### config.mk
export PLATFORM = sky130hd
export DESIGN_NAME = npms_sequencer
export DESIGN_NICKNAME = d
export VERILOG_FILES = /design/src/rtl/npms_pkg.sv /design/src/rtl/npms_sequencer.sv
export SDC_FILE = /design/constraint.sdc
export NUM_CORES = 1
export LEC_CHECK = 0
export ABC_AREA = 1
export BUFFER_PORTS_ARGS = -buffer_cell sky130_fd_sc_hd__buf_2
export CAP_MARGIN = 5
export CORE_MARGIN = 4
export CORE_UTILIZATION = 44
export CTS_CLUSTER_DIAMETER = 80
export DETAILED_ROUTE_END_ITERATION = 10
export PLACE_DENSITY_LB_ADDON = 0.3
export SLEW_MARGIN = 20
export SYNTH_ARGS = -nofsm -noshare
export SYNTH_HDL_FRONTEND = slang
export SYNTH_SLANG_ARGS = --single-unit
### constraint.sdc
create_clock -name i_clock -period 4.7 [get_ports i_clock]
set_clock_uncertainty 0.1 [all_clocks]
set_input_delay 0.47 -clock i_clock [delete_from_list [all_inputs] [get_ports i_clock]]
set_output_delay 0.47 -clock i_clock [all_outputs]
set_load 0.05 [all_outputs]
### src/rtl/npms_pkg.sv
// Package of constants and types for the node power mode sequencer
package npms_pkg;
	// Register indices on the plain register port
	localparam logic [3:0] ADDR_CTRL = 4'h0;
	localparam logic [3:0] ADDR_STATE = 4'h1;
	localparam logic [3:0] ADDR_STATUS = 4'h2;
	localparam logic [3:0] ADDR_MASK = 4'h3;
	localparam logic [3:0] ADDR_WDT = 4'h4;
	localparam logic [3:0] ADDR_ALARM = 4'h5;
	localparam logic [3:0] ADDR_MODPWR = 4'h6;
	localparam logic [3:0] ADDR_WAKESRC = 4'h7;
	// Control register command field
	localparam logic [1:0] CMD_NONE = 2'h0;
	localparam logic [1:0] CMD_SLEEP = 2'h1;
	localparam logic [1:0] CMD_DEEP = 2'h2;
	localparam logic [1:0] CMD_HIBER = 2'h3;
	localparam int CTRL_CMD_LSB = 0;
	localparam int CTRL_FLAGCLR_BIT = 2;
	// Event bit positions, shared by status, mask and wake source
	localparam int EV_SENSOR = 0;
	localparam int EV_ACCEL = 1;
	localparam int EV_WDT = 2;
	localparam int EV_RTC = 3;
	localparam int EV_WIDTH = 4;
	// Watchdog interval codes 0..9: 16 ms doubling up to 8 s
	localparam logic [3:0] WDT_CODE_MAX = 4'h9;
	localparam int WDT_MIN_MS = 16;
	localparam int CLOCK_MHZ = 250;
	localparam longint WDT_MIN_CYCLES = longint'(WDT_MIN_MS) * 1000 * CLOCK_MHZ;
	// Timed wake limits in seconds: 1 s to 31 days
	localparam int ALARM_MIN_S = 1;
	localparam int ALARM_MAX_DAYS = 31;
	localparam logic [21:0] ALARM_MAX_S = 22'(ALARM_MAX_DAYS * 86400);
	localparam int SEC_CYCLES = 1000000 * CLOCK_MHZ;
	// Number of add-on module power switches
	localparam int MOD_COUNT = 4;
	// Reset values
	localparam logic [3:0] WDT_RESET = 4'h0;
	localparam logic [21:0] ALARM_RESET = 22'h000001;
	// Green indicator blink half period
	localparam int BLINK_MS = 250;
	localparam int BLINK_CYCLES = BLINK_MS * 1000 * CLOCK_MHZ;
	// Operating states, one-hot
	typedef enum logic [3:0] {
		ST_ON = 4'b0001,
		ST_SLEEP = 4'b0010,
		ST_DEEP = 4'b0100,
		ST_HIBER = 4'b1000
	} npms_state_type;
endpackage : npms_pkg

### src/rtl/npms_sequencer.sv
// Power mode sequencer for a battery-powered sensor node
`timescale 1ns/100ps
// Functional notes
// - Four states; program runs only in on
// - Sleep wakes on async or watchdog interrupts
// - Watchdog interval from 16 ms to 8 s
// - Sleep and deep sleep keep processor context
// - Deep sleep wakes on async or RTC alarm
// - Timed wake 1 s to 31 days, RTC
// - Hibernate removes processor and module power
// - Only RTC alarm leaves hibernate
// - Leaving hibernate applies full processor reset
// - Hibernate needs enable switch in enabled position
// - Green blinks after first-run switch enable
// - Each module has switch-controlled off state
// - Flag marks restart caused by hibernate wake
module npms_sequencer #(
	parameter longint WDT_BASE_CYCLES = npms_pkg::WDT_MIN_CYCLES,
	parameter int SECOND_CYCLES = npms_pkg::SEC_CYCLES,
	parameter int BLINK_HALF_CYCLES = npms_pkg::BLINK_CYCLES
) (
	input wire logic i_clock,
	input wire logic i_arst_n,
	input wire logic [3:0] i_addr,
	input wire logic [31:0] i_wdata,
	input wire logic i_wr,
	input wire logic i_rd,
	output logic [31:0] o_rdata,
	input wire logic i_sensor_int,
	input wire logic i_accel_int,
	input wire logic i_rtc_alarm,
	input wire logic i_hiber_switch,
	output logic o_cpu_run,
	output logic o_cpu_power,
	output logic o_cpu_reset,
	output logic [npms_pkg::MOD_COUNT-1:0] o_mod_power,
	output logic o_red_led,
	output logic o_green_led,
	output logic o_irq
);
	// Current operating state
	npms_pkg::npms_state_type state;
	// Event status, mask and last wake source
	logic [npms_pkg::EV_WIDTH-1:0] status, mask, wake_src;
	// Programmed watchdog code and alarm time in seconds
	logic [3:0] wdt_code;
	logic [21:0] alarm_s;
	// Module switch requests from software
	logic [npms_pkg::MOD_COUNT-1:0] mod_req;
	logic hiber_wake; // Set when the restart came from hibernate
	logic armed; // First-run sequence: switch seen enabled
	// Timers
	logic [40:0] wdt_cnt;
	logic [27:0] sec_cnt;
	logic [21:0] alarm_cnt;
	logic [25:0] blink_cnt;
	logic wdt_fire, alarm_fire;
	logic reset_pend; // Processor reset pulse pending on hibernate exit
	// Register port decode
	logic wr_ctrl;
	logic [1:0] cmd;
	logic [npms_pkg::EV_WIDTH-1:0] events;

	// Watchdog interval in cycles: base doubled per code step
	function automatic logic [40:0] wdt_limit(input logic [3:0] code);
		logic [3:0] c;
		c = (code > npms_pkg::WDT_CODE_MAX) ? npms_pkg::WDT_CODE_MAX : code;
		return 41'(WDT_BASE_CYCLES) << c;
	endfunction : wdt_limit

	// Clamp an alarm time into the legal timed-wake range
	function automatic logic [21:0] alarm_clamp(input logic [21:0] v);
		if (v < 22'(npms_pkg::ALARM_MIN_S))
			return 22'(npms_pkg::ALARM_MIN_S);
		else if (v > npms_pkg::ALARM_MAX_S)
			return npms_pkg::ALARM_MAX_S;
		else
			return v;
	endfunction : alarm_clamp

	assign wr_ctrl = i_wr && (i_addr == npms_pkg::ADDR_CTRL);
	assign cmd = i_wdata[npms_pkg::CTRL_CMD_LSB +: 2];

	// Events raised in every state, whether or not it wakes on them; async sources are ignored in hibernate
	always_comb
	begin
		events = '0;
		events[npms_pkg::EV_RTC] = i_rtc_alarm || alarm_fire;
		events[npms_pkg::EV_WDT] = wdt_fire;
		if (state != npms_pkg::ST_HIBER)
		begin
			events[npms_pkg::EV_SENSOR] = i_sensor_int;
			events[npms_pkg::EV_ACCEL] = i_accel_int;
		end
		else
		begin
			events[npms_pkg::EV_WDT] = 1'b0;
		end
	end

	// State sequencing
	always_ff @(posedge i_clock or negedge i_arst_n)
	begin
		if (!i_arst_n)
			state <= npms_pkg::ST_ON;
		else
		begin
			unique case (state)
				npms_pkg::ST_ON:
				begin
					// Wake events here leave the state alone
					if (wr_ctrl && cmd == npms_pkg::CMD_SLEEP)
						state <= npms_pkg::ST_SLEEP;
					else if (wr_ctrl && cmd == npms_pkg::CMD_DEEP)
						state <= npms_pkg::ST_DEEP;
					else if (wr_ctrl && cmd == npms_pkg::CMD_HIBER && i_hiber_switch)
						state <= npms_pkg::ST_HIBER;
				end
				npms_pkg::ST_SLEEP:
					if (events[npms_pkg::EV_SENSOR] || events[npms_pkg::EV_ACCEL]
						|| events[npms_pkg::EV_WDT])
						state <= npms_pkg::ST_ON;
				npms_pkg::ST_DEEP:
					if (events[npms_pkg::EV_SENSOR] || events[npms_pkg::EV_ACCEL]
						|| events[npms_pkg::EV_RTC])
						state <= npms_pkg::ST_ON;
				npms_pkg::ST_HIBER:
					if (events[npms_pkg::EV_RTC])
						state <= npms_pkg::ST_ON;
			endcase
		end
	end

	// Watchdog timer runs only in sleep
	always_ff @(posedge i_clock or negedge i_arst_n)
	begin
		if (!i_arst_n)
		begin
			wdt_cnt <= '0;
			wdt_fire <= 1'b0;
		end
		else if (state == npms_pkg::ST_SLEEP && !wdt_fire)
		begin
			// One pulse when the programmed interval elapses
			if (wdt_cnt + 41'h1 >= wdt_limit(wdt_code))
			begin
				wdt_fire <= 1'b1;
				wdt_cnt <= '0;
			end
			else
				wdt_cnt <= wdt_cnt + 41'h1;
		end
		else
		begin
			wdt_cnt <= '0;
			wdt_fire <= 1'b0;
		end
	end

	// Timed wake counter: seconds tick enable, then second count
	always_ff @(posedge i_clock or negedge i_arst_n)
	begin
		if (!i_arst_n)
		begin
			sec_cnt <= '0;
			alarm_cnt <= '0;
			alarm_fire <= 1'b0;
		end
		else if ((state == npms_pkg::ST_DEEP || state == npms_pkg::ST_HIBER) && !alarm_fire)
		begin
			if (sec_cnt == 28'(SECOND_CYCLES - 1))
			begin
				sec_cnt <= '0;
				if (alarm_cnt + 22'h1 >= alarm_s)
					alarm_fire <= 1'b1;
				alarm_cnt <= alarm_cnt + 22'h1;
			end
			else
				sec_cnt <= sec_cnt + 28'h1;
		end
		else
		begin
			sec_cnt <= '0;
			alarm_cnt <= '0;
			alarm_fire <= 1'b0;
		end
	end

	// Sticky event status; set wins over a write-one clear
	always_ff @(posedge i_clock or negedge i_arst_n)
	begin
		if (!i_arst_n)
			status <= '0;
		else if (i_wr && i_addr == npms_pkg::ADDR_STATUS)
			status <= (status & ~i_wdata[npms_pkg::EV_WIDTH-1:0]) | events;
		else
			status <= status | events;
	end

	// Last wake source, captured on each exit from a low-power state
	always_ff @(posedge i_clock or negedge i_arst_n)
	begin
		if (!i_arst_n)
			wake_src <= '0;
		else if (state == npms_pkg::ST_SLEEP && (events & 4'h7) != '0)
			wake_src <= events & 4'h7;
		else if (state == npms_pkg::ST_DEEP && (events & 4'hb) != '0)
			wake_src <= events & 4'hb;
		else if (state == npms_pkg::ST_HIBER && events[npms_pkg::EV_RTC])
			wake_src <= 4'h8;
	end

	// Hibernate wake flag survives the processor reset; software clears it
	always_ff @(posedge i_clock or negedge i_arst_n)
	begin
		if (!i_arst_n)
			hiber_wake <= 1'b0;
		else if (state == npms_pkg::ST_HIBER && events[npms_pkg::EV_RTC])
			hiber_wake <= 1'b1;
		else if (wr_ctrl && i_wdata[npms_pkg::CTRL_FLAGCLR_BIT])
			hiber_wake <= 1'b0;
	end

	// Software-written configuration
	always_ff @(posedge i_clock or negedge i_arst_n)
	begin
		if (!i_arst_n)
		begin
			mask <= '0;
			wdt_code <= npms_pkg::WDT_RESET;
			alarm_s <= npms_pkg::ALARM_RESET;
			mod_req <= '0;
		end
		else if (i_wr)
		begin
			unique case (i_addr)
				npms_pkg::ADDR_MASK: mask <= i_wdata[npms_pkg::EV_WIDTH-1:0];
				npms_pkg::ADDR_WDT:
					wdt_code <= (i_wdata[3:0] > npms_pkg::WDT_CODE_MAX)
						? npms_pkg::WDT_CODE_MAX : i_wdata[3:0];
				npms_pkg::ADDR_ALARM: alarm_s <= alarm_clamp(i_wdata[21:0]);
				npms_pkg::ADDR_MODPWR: mod_req <= i_wdata[npms_pkg::MOD_COUNT-1:0];
				default: ;
			endcase
		end
	end

	// Processor power, run and reset; hibernate exit forces a full reset
	always_ff @(posedge i_clock or negedge i_arst_n)
	begin
		if (!i_arst_n)
		begin
			o_cpu_run <= 1'b1;
			o_cpu_power <= 1'b1;
			o_cpu_reset <= 1'b0;
			reset_pend <= 1'b0;
			o_mod_power <= '0;
		end
		else
		begin
			reset_pend <= (state == npms_pkg::ST_HIBER) && events[npms_pkg::EV_RTC];
			o_cpu_reset <= reset_pend;
			// Context kept: power stays on in sleep and deep sleep
			o_cpu_run <= (state == npms_pkg::ST_ON) && !reset_pend;
			o_cpu_power <= (state != npms_pkg::ST_HIBER);
			// Modules lose power with the processor regardless of request
			o_mod_power <= (state == npms_pkg::ST_HIBER) ? '0 : mod_req;
		end
	end

	// First-run indicators: red until switch enabled, then green blinks
	always_ff @(posedge i_clock or negedge i_arst_n)
	begin
		if (!i_arst_n)
		begin
			armed <= 1'b0;
			blink_cnt <= '0;
			o_red_led <= 1'b0;
			o_green_led <= 1'b0;
		end
		else
		begin
			if (i_hiber_switch && state == npms_pkg::ST_ON)
				armed <= 1'b1;
			o_red_led <= !armed && state == npms_pkg::ST_ON;
			if (armed && state == npms_pkg::ST_ON)
			begin
				if (blink_cnt == 26'(BLINK_HALF_CYCLES - 1))
				begin
					blink_cnt <= '0;
					o_green_led <= !o_green_led;
				end
				else
					blink_cnt <= blink_cnt + 26'h1;
			end
			else
			begin
				blink_cnt <= '0;
				o_green_led <= 1'b0;
			end
		end
	end

	// Interrupt output: any unmasked status bit
	always_ff @(posedge i_clock or negedge i_arst_n)
	begin
		if (!i_arst_n)
			o_irq <= 1'b0;
		else
			o_irq <= (status & mask) != '0;
	end

	// Read data, valid the cycle after the read strobe; unmapped reads zero
	always_ff @(posedge i_clock or negedge i_arst_n)
	begin
		if (!i_arst_n)
			o_rdata <= '0;
		else if (i_rd)
		begin
			unique case (i_addr)
				npms_pkg::ADDR_CTRL: o_rdata <= {29'h0, hiber_wake, 2'h0};
				npms_pkg::ADDR_STATE: o_rdata <= {26'h0, armed, i_hiber_switch, state};
				npms_pkg::ADDR_STATUS: o_rdata <= {28'h0, status};
				npms_pkg::ADDR_MASK: o_rdata <= {28'h0, mask};
				npms_pkg::ADDR_WDT: o_rdata <= {28'h0, wdt_code};
				npms_pkg::ADDR_ALARM: o_rdata <= {10'h0, alarm_s};
				npms_pkg::ADDR_MODPWR: o_rdata <= {28'h0, mod_req};
				npms_pkg::ADDR_WAKESRC: o_rdata <= {28'h0, wake_src};
				default: o_rdata <= '0;
			endcase
		end
		else
			o_rdata <= '0;
	end
endmodule : npms_sequencer

==> flow_summary.toml <==
[global_routing]
grt_antenna_before_repair = 0
grt_pass1_vias = 9663
grt_max_degree = 124
grt_use_total_pct = 19.75
grt-ovfl-total = 0
grt_pass1_wl_um = 47230

[worst_setup_path]
cp-end-kind = "flop"
startpoint_type = "flop"
worst-path-buf-inv = 1
worstPathMaxFanout = 18
crit_arrival_ns = 4.51
worst_ep_required_time_ns = 4.95
path_cells = "ha_1 -> nand3_1 -> nor2_2 -> nand3_2 -> nor2_1 -> nand2_1 -> nor2_1 -> nand4_1 -> xor2_1 -> inv_1 -> ha_1 -> a21oi_1 -> o21ai_0 -> a21oi_1 -> nand2_1 -> a21oi_2 -> nand4_4 -> nor2_1"
crit_path_start = "wdt_cnt[0]"
slowest_stage = "nand4_4"
rr_startpoint = "wdt_cnt[0]"
crit_type = "flop to flop"
crit_family = "simple AND/OR/NAND/NOR gates"
slowest_delay_ns = 0.46
critPathMostFrequentCell = "nor2_1"

[yosys]
syn-instance-count = 1507
yosys.area.top_type = "dfrtp_1"
ys_async_sr_fraction_pct = 100.0
synth-edff-count = 0
yosysSeqAreaShare_pct = 42.85
ys_ff_latch = 200
ys.flop_type = "dfrtp_1"
syn_area_mm2 = 0.01169
ys_warn_count = 0
synthDistinctLibCells = 53
synth.area.top_cells = "dfrtp_1 (42%), nand2_1 (9.3%), inv_1 (7.7%)"
syn_avg_cell_area_um2 = 7.759
synth.top_cell.area_share_pct = 41.95

[route]
drc = 0
first_iter_violations = 685
firstDrtPassIters = 5
drt_wl_total_um = 28380
via_per_inst = 5.100
vias = 9883
drtAntennaViolNets = 0
post_drt_wl_per_cell_um = 14.65

[sta]
finalHoldViolCount = 0
maxSlewViolCount = 0
fin_crit_sh_pct = 90.65
rsz0062_at_grt = "false"
fmax_mhz = 234.7
setup_viol = 0
slew_headroom_pct = 60.39
fin_tns_setup_ns = 0
worstMarginPinSlew_ns = 0.5927
period_needed_ns = 4.261

[clock_network]
clk_root_buffer_cell = "clkbuf_16"
numCtsBuffers = 17
cts_tree = "yes"
htreeDepth = 4
numClockSinks = 200
path_clk_slew_ns = 0.07
clk_path_buf_depth = 2
post-cts-setup-buffers = 0
worstSkewPairLatency_ns = 0.44

[finish]
final_core_util_pct = 49.91
drive_above_1_share_pct = 10.36
final_area_mm2 = 0.01304
n_antenna_cell = 0
area_growth_syn_to_layout_pct = 11.56
fillers = 2560
nets = 1697
regArea_mm2 = 0.005010
multi_input_area_mm2 = 0.005672

[power]
power_density_mw_per_mm2 = 344.8
seq_power_share_pct = 43.3
irDropWorstVdd_mv = 0.2110
switching_share_pct = 35.39
leakage_nw = 6.346
combPwrFrac_pct = 23.9
power.total_mw = 4.498
power.share.clock_pct = 32.8
switchingPower_mw = 1.592
internal-power_mw = 2.906

[floorplan]
die_h_um = 171.0
core_area_mm2 = 0.02613
die_w_um = 171.0
num_rows = 59
initial_core_util_pct = 44.74
die-area_mm2 = 0.02925
ioPinCount = 86

[placed_design]
port_buffers = 65
gp_congestion = 0.9271
post-dp-hpwl_um = 21470
dpl-instance-area_mm2 = 0.01239

[run]
cap_violations = 0

[run_status]
status = "completed"

[min_path]
worstHoldStart = "i_hiber_switch"
min_path_type = "primary input to flop"
worst min-delay path: cells and delay by family:
kind / cells / cell delay [ns]
buffers and inverters: 1 / 0.10
AND/OR/NAND/NOR: 2 / 0.10
logic make-up (layout without fill, tap and decap cells):
logic type	after synthesis	in the layout	synth area share, %
xor gates and xnor gates	58	58	4.345
AOI/OAI and AO/OA	200	200	9.652
adders and majority gates	63	63	6.742
muxes	2	2	0.1712
and+or+nand+nor	708	709	26.81
buffers and inverters	274	352	9.374
other	2	19	0.06423
DFF	200	200	42.85
cell usage after synthesis, types with 3 or more instances:
cell type	instances
o221ai_1	3
dfrtp_1	196
nor3_2	5
nand2_1	291
nand3_1	72
a22o_1	3
dfstp_2	4
or2_2	5
buf_4	11
xor2_1	49
a21oi_1	54
buf_6	3
nor4_1	9
nor3_1	54
o22ai_1	24
nand4_1	35
inv_2	7
a2111oi_0	3
nor2_1	189
ha_1	63
a31oi_1	4
clkbuf_1	8
xnor2_1	9
o21a_1	4
nor2_2	36
buf_2	3
o21ai_1	3
o21ai_0	88
inv_1	239
cell usage in the layout, fill, tap and decap left out, types with 35 or more instances in the layout:
cell / instances
nor3_1: 54
inv_1: 239
nand2_1: 291
xor2_1: 49
nand4_1: 35
dfrtp_1: 196
ha_1: 63
nand3_1: 72
buf_2: 64
a21oi_1: 54
o21ai_0: 88
nor2_2: 36
nor2_1: 189
stage by stage:
stage	hold WS [ns]	cells	setup slack, ns
2_1_floorplan	0.07441	1524	1.328
3_3_place_gp	0.2634	1903	0.4541
3_5_place_dp	0.2732	1903	0.3565
4_1_cts	0.1417	1935	0.3042
5_1_grt	0.1789	1938	0.07704
6_report	0.1697	1938	0.4393
path summary, 6_finish.rpt:
kind,endpoint,slack [ns],cells after the start
max,wdt_cnt[3],0.44,18
min,armed,0.17,3
max reg2reg,wdt_cnt[3],0.44,18
min reg2reg,o_cpu_reset,0.29,0
max in group asynchronous,state[0],3.18,3
min in group asynchronous,wdt_cnt[3],0.47,2
area by class of cell:
class | instances | share of cell area (%)
clock buffer | 19 | 3.319
inverter | 248 | 7.137
timing repair buffer | 72 | 3.233
sequential | 200 | 38.41
multi-input combinational | 1051 | 43.48
clock inverter | 13 | 1.209
tap | 335 | 3.213
power groups by stage:
stage	Clock (mW)	Combinational, mW	Sequential, mW
after floorplan	0	0.644	2.07
after global placement	0	1.05	1.97
after detailed placement	0	1.07	1.98
after CTS	1.51	1.08	1.95
after global routing	1.57	1.23	1.97
final	1.47	1.08	1.95
flip-flops by register name, indices dropped and copies added, names as in the netlist, 22 cells and up:
name,cells
wdt_cnt,41
sec_cnt,28
blink_cnt,26
alarm_cnt,22
alarm_s,22
o_rdata,22
repair_timing:
action,4_1_cts,5_1_grt
setup endpoints to repair,0,37
hold endpoints to repair,0,56
hold buffers,0,1
resized for setup,0,1
per-layer routing:
metal / routed length, um / share of wire [%] / track usage [%]
met1: 13110 / 46 / 27.06
met2: 13790 / 49 / 33.46
met3: 1167 / 4.1 / 2.981
met4: 322 / 1.1 / 4.237
met5: 0 / 0 / 0
(Power assumes the default switching activity.)
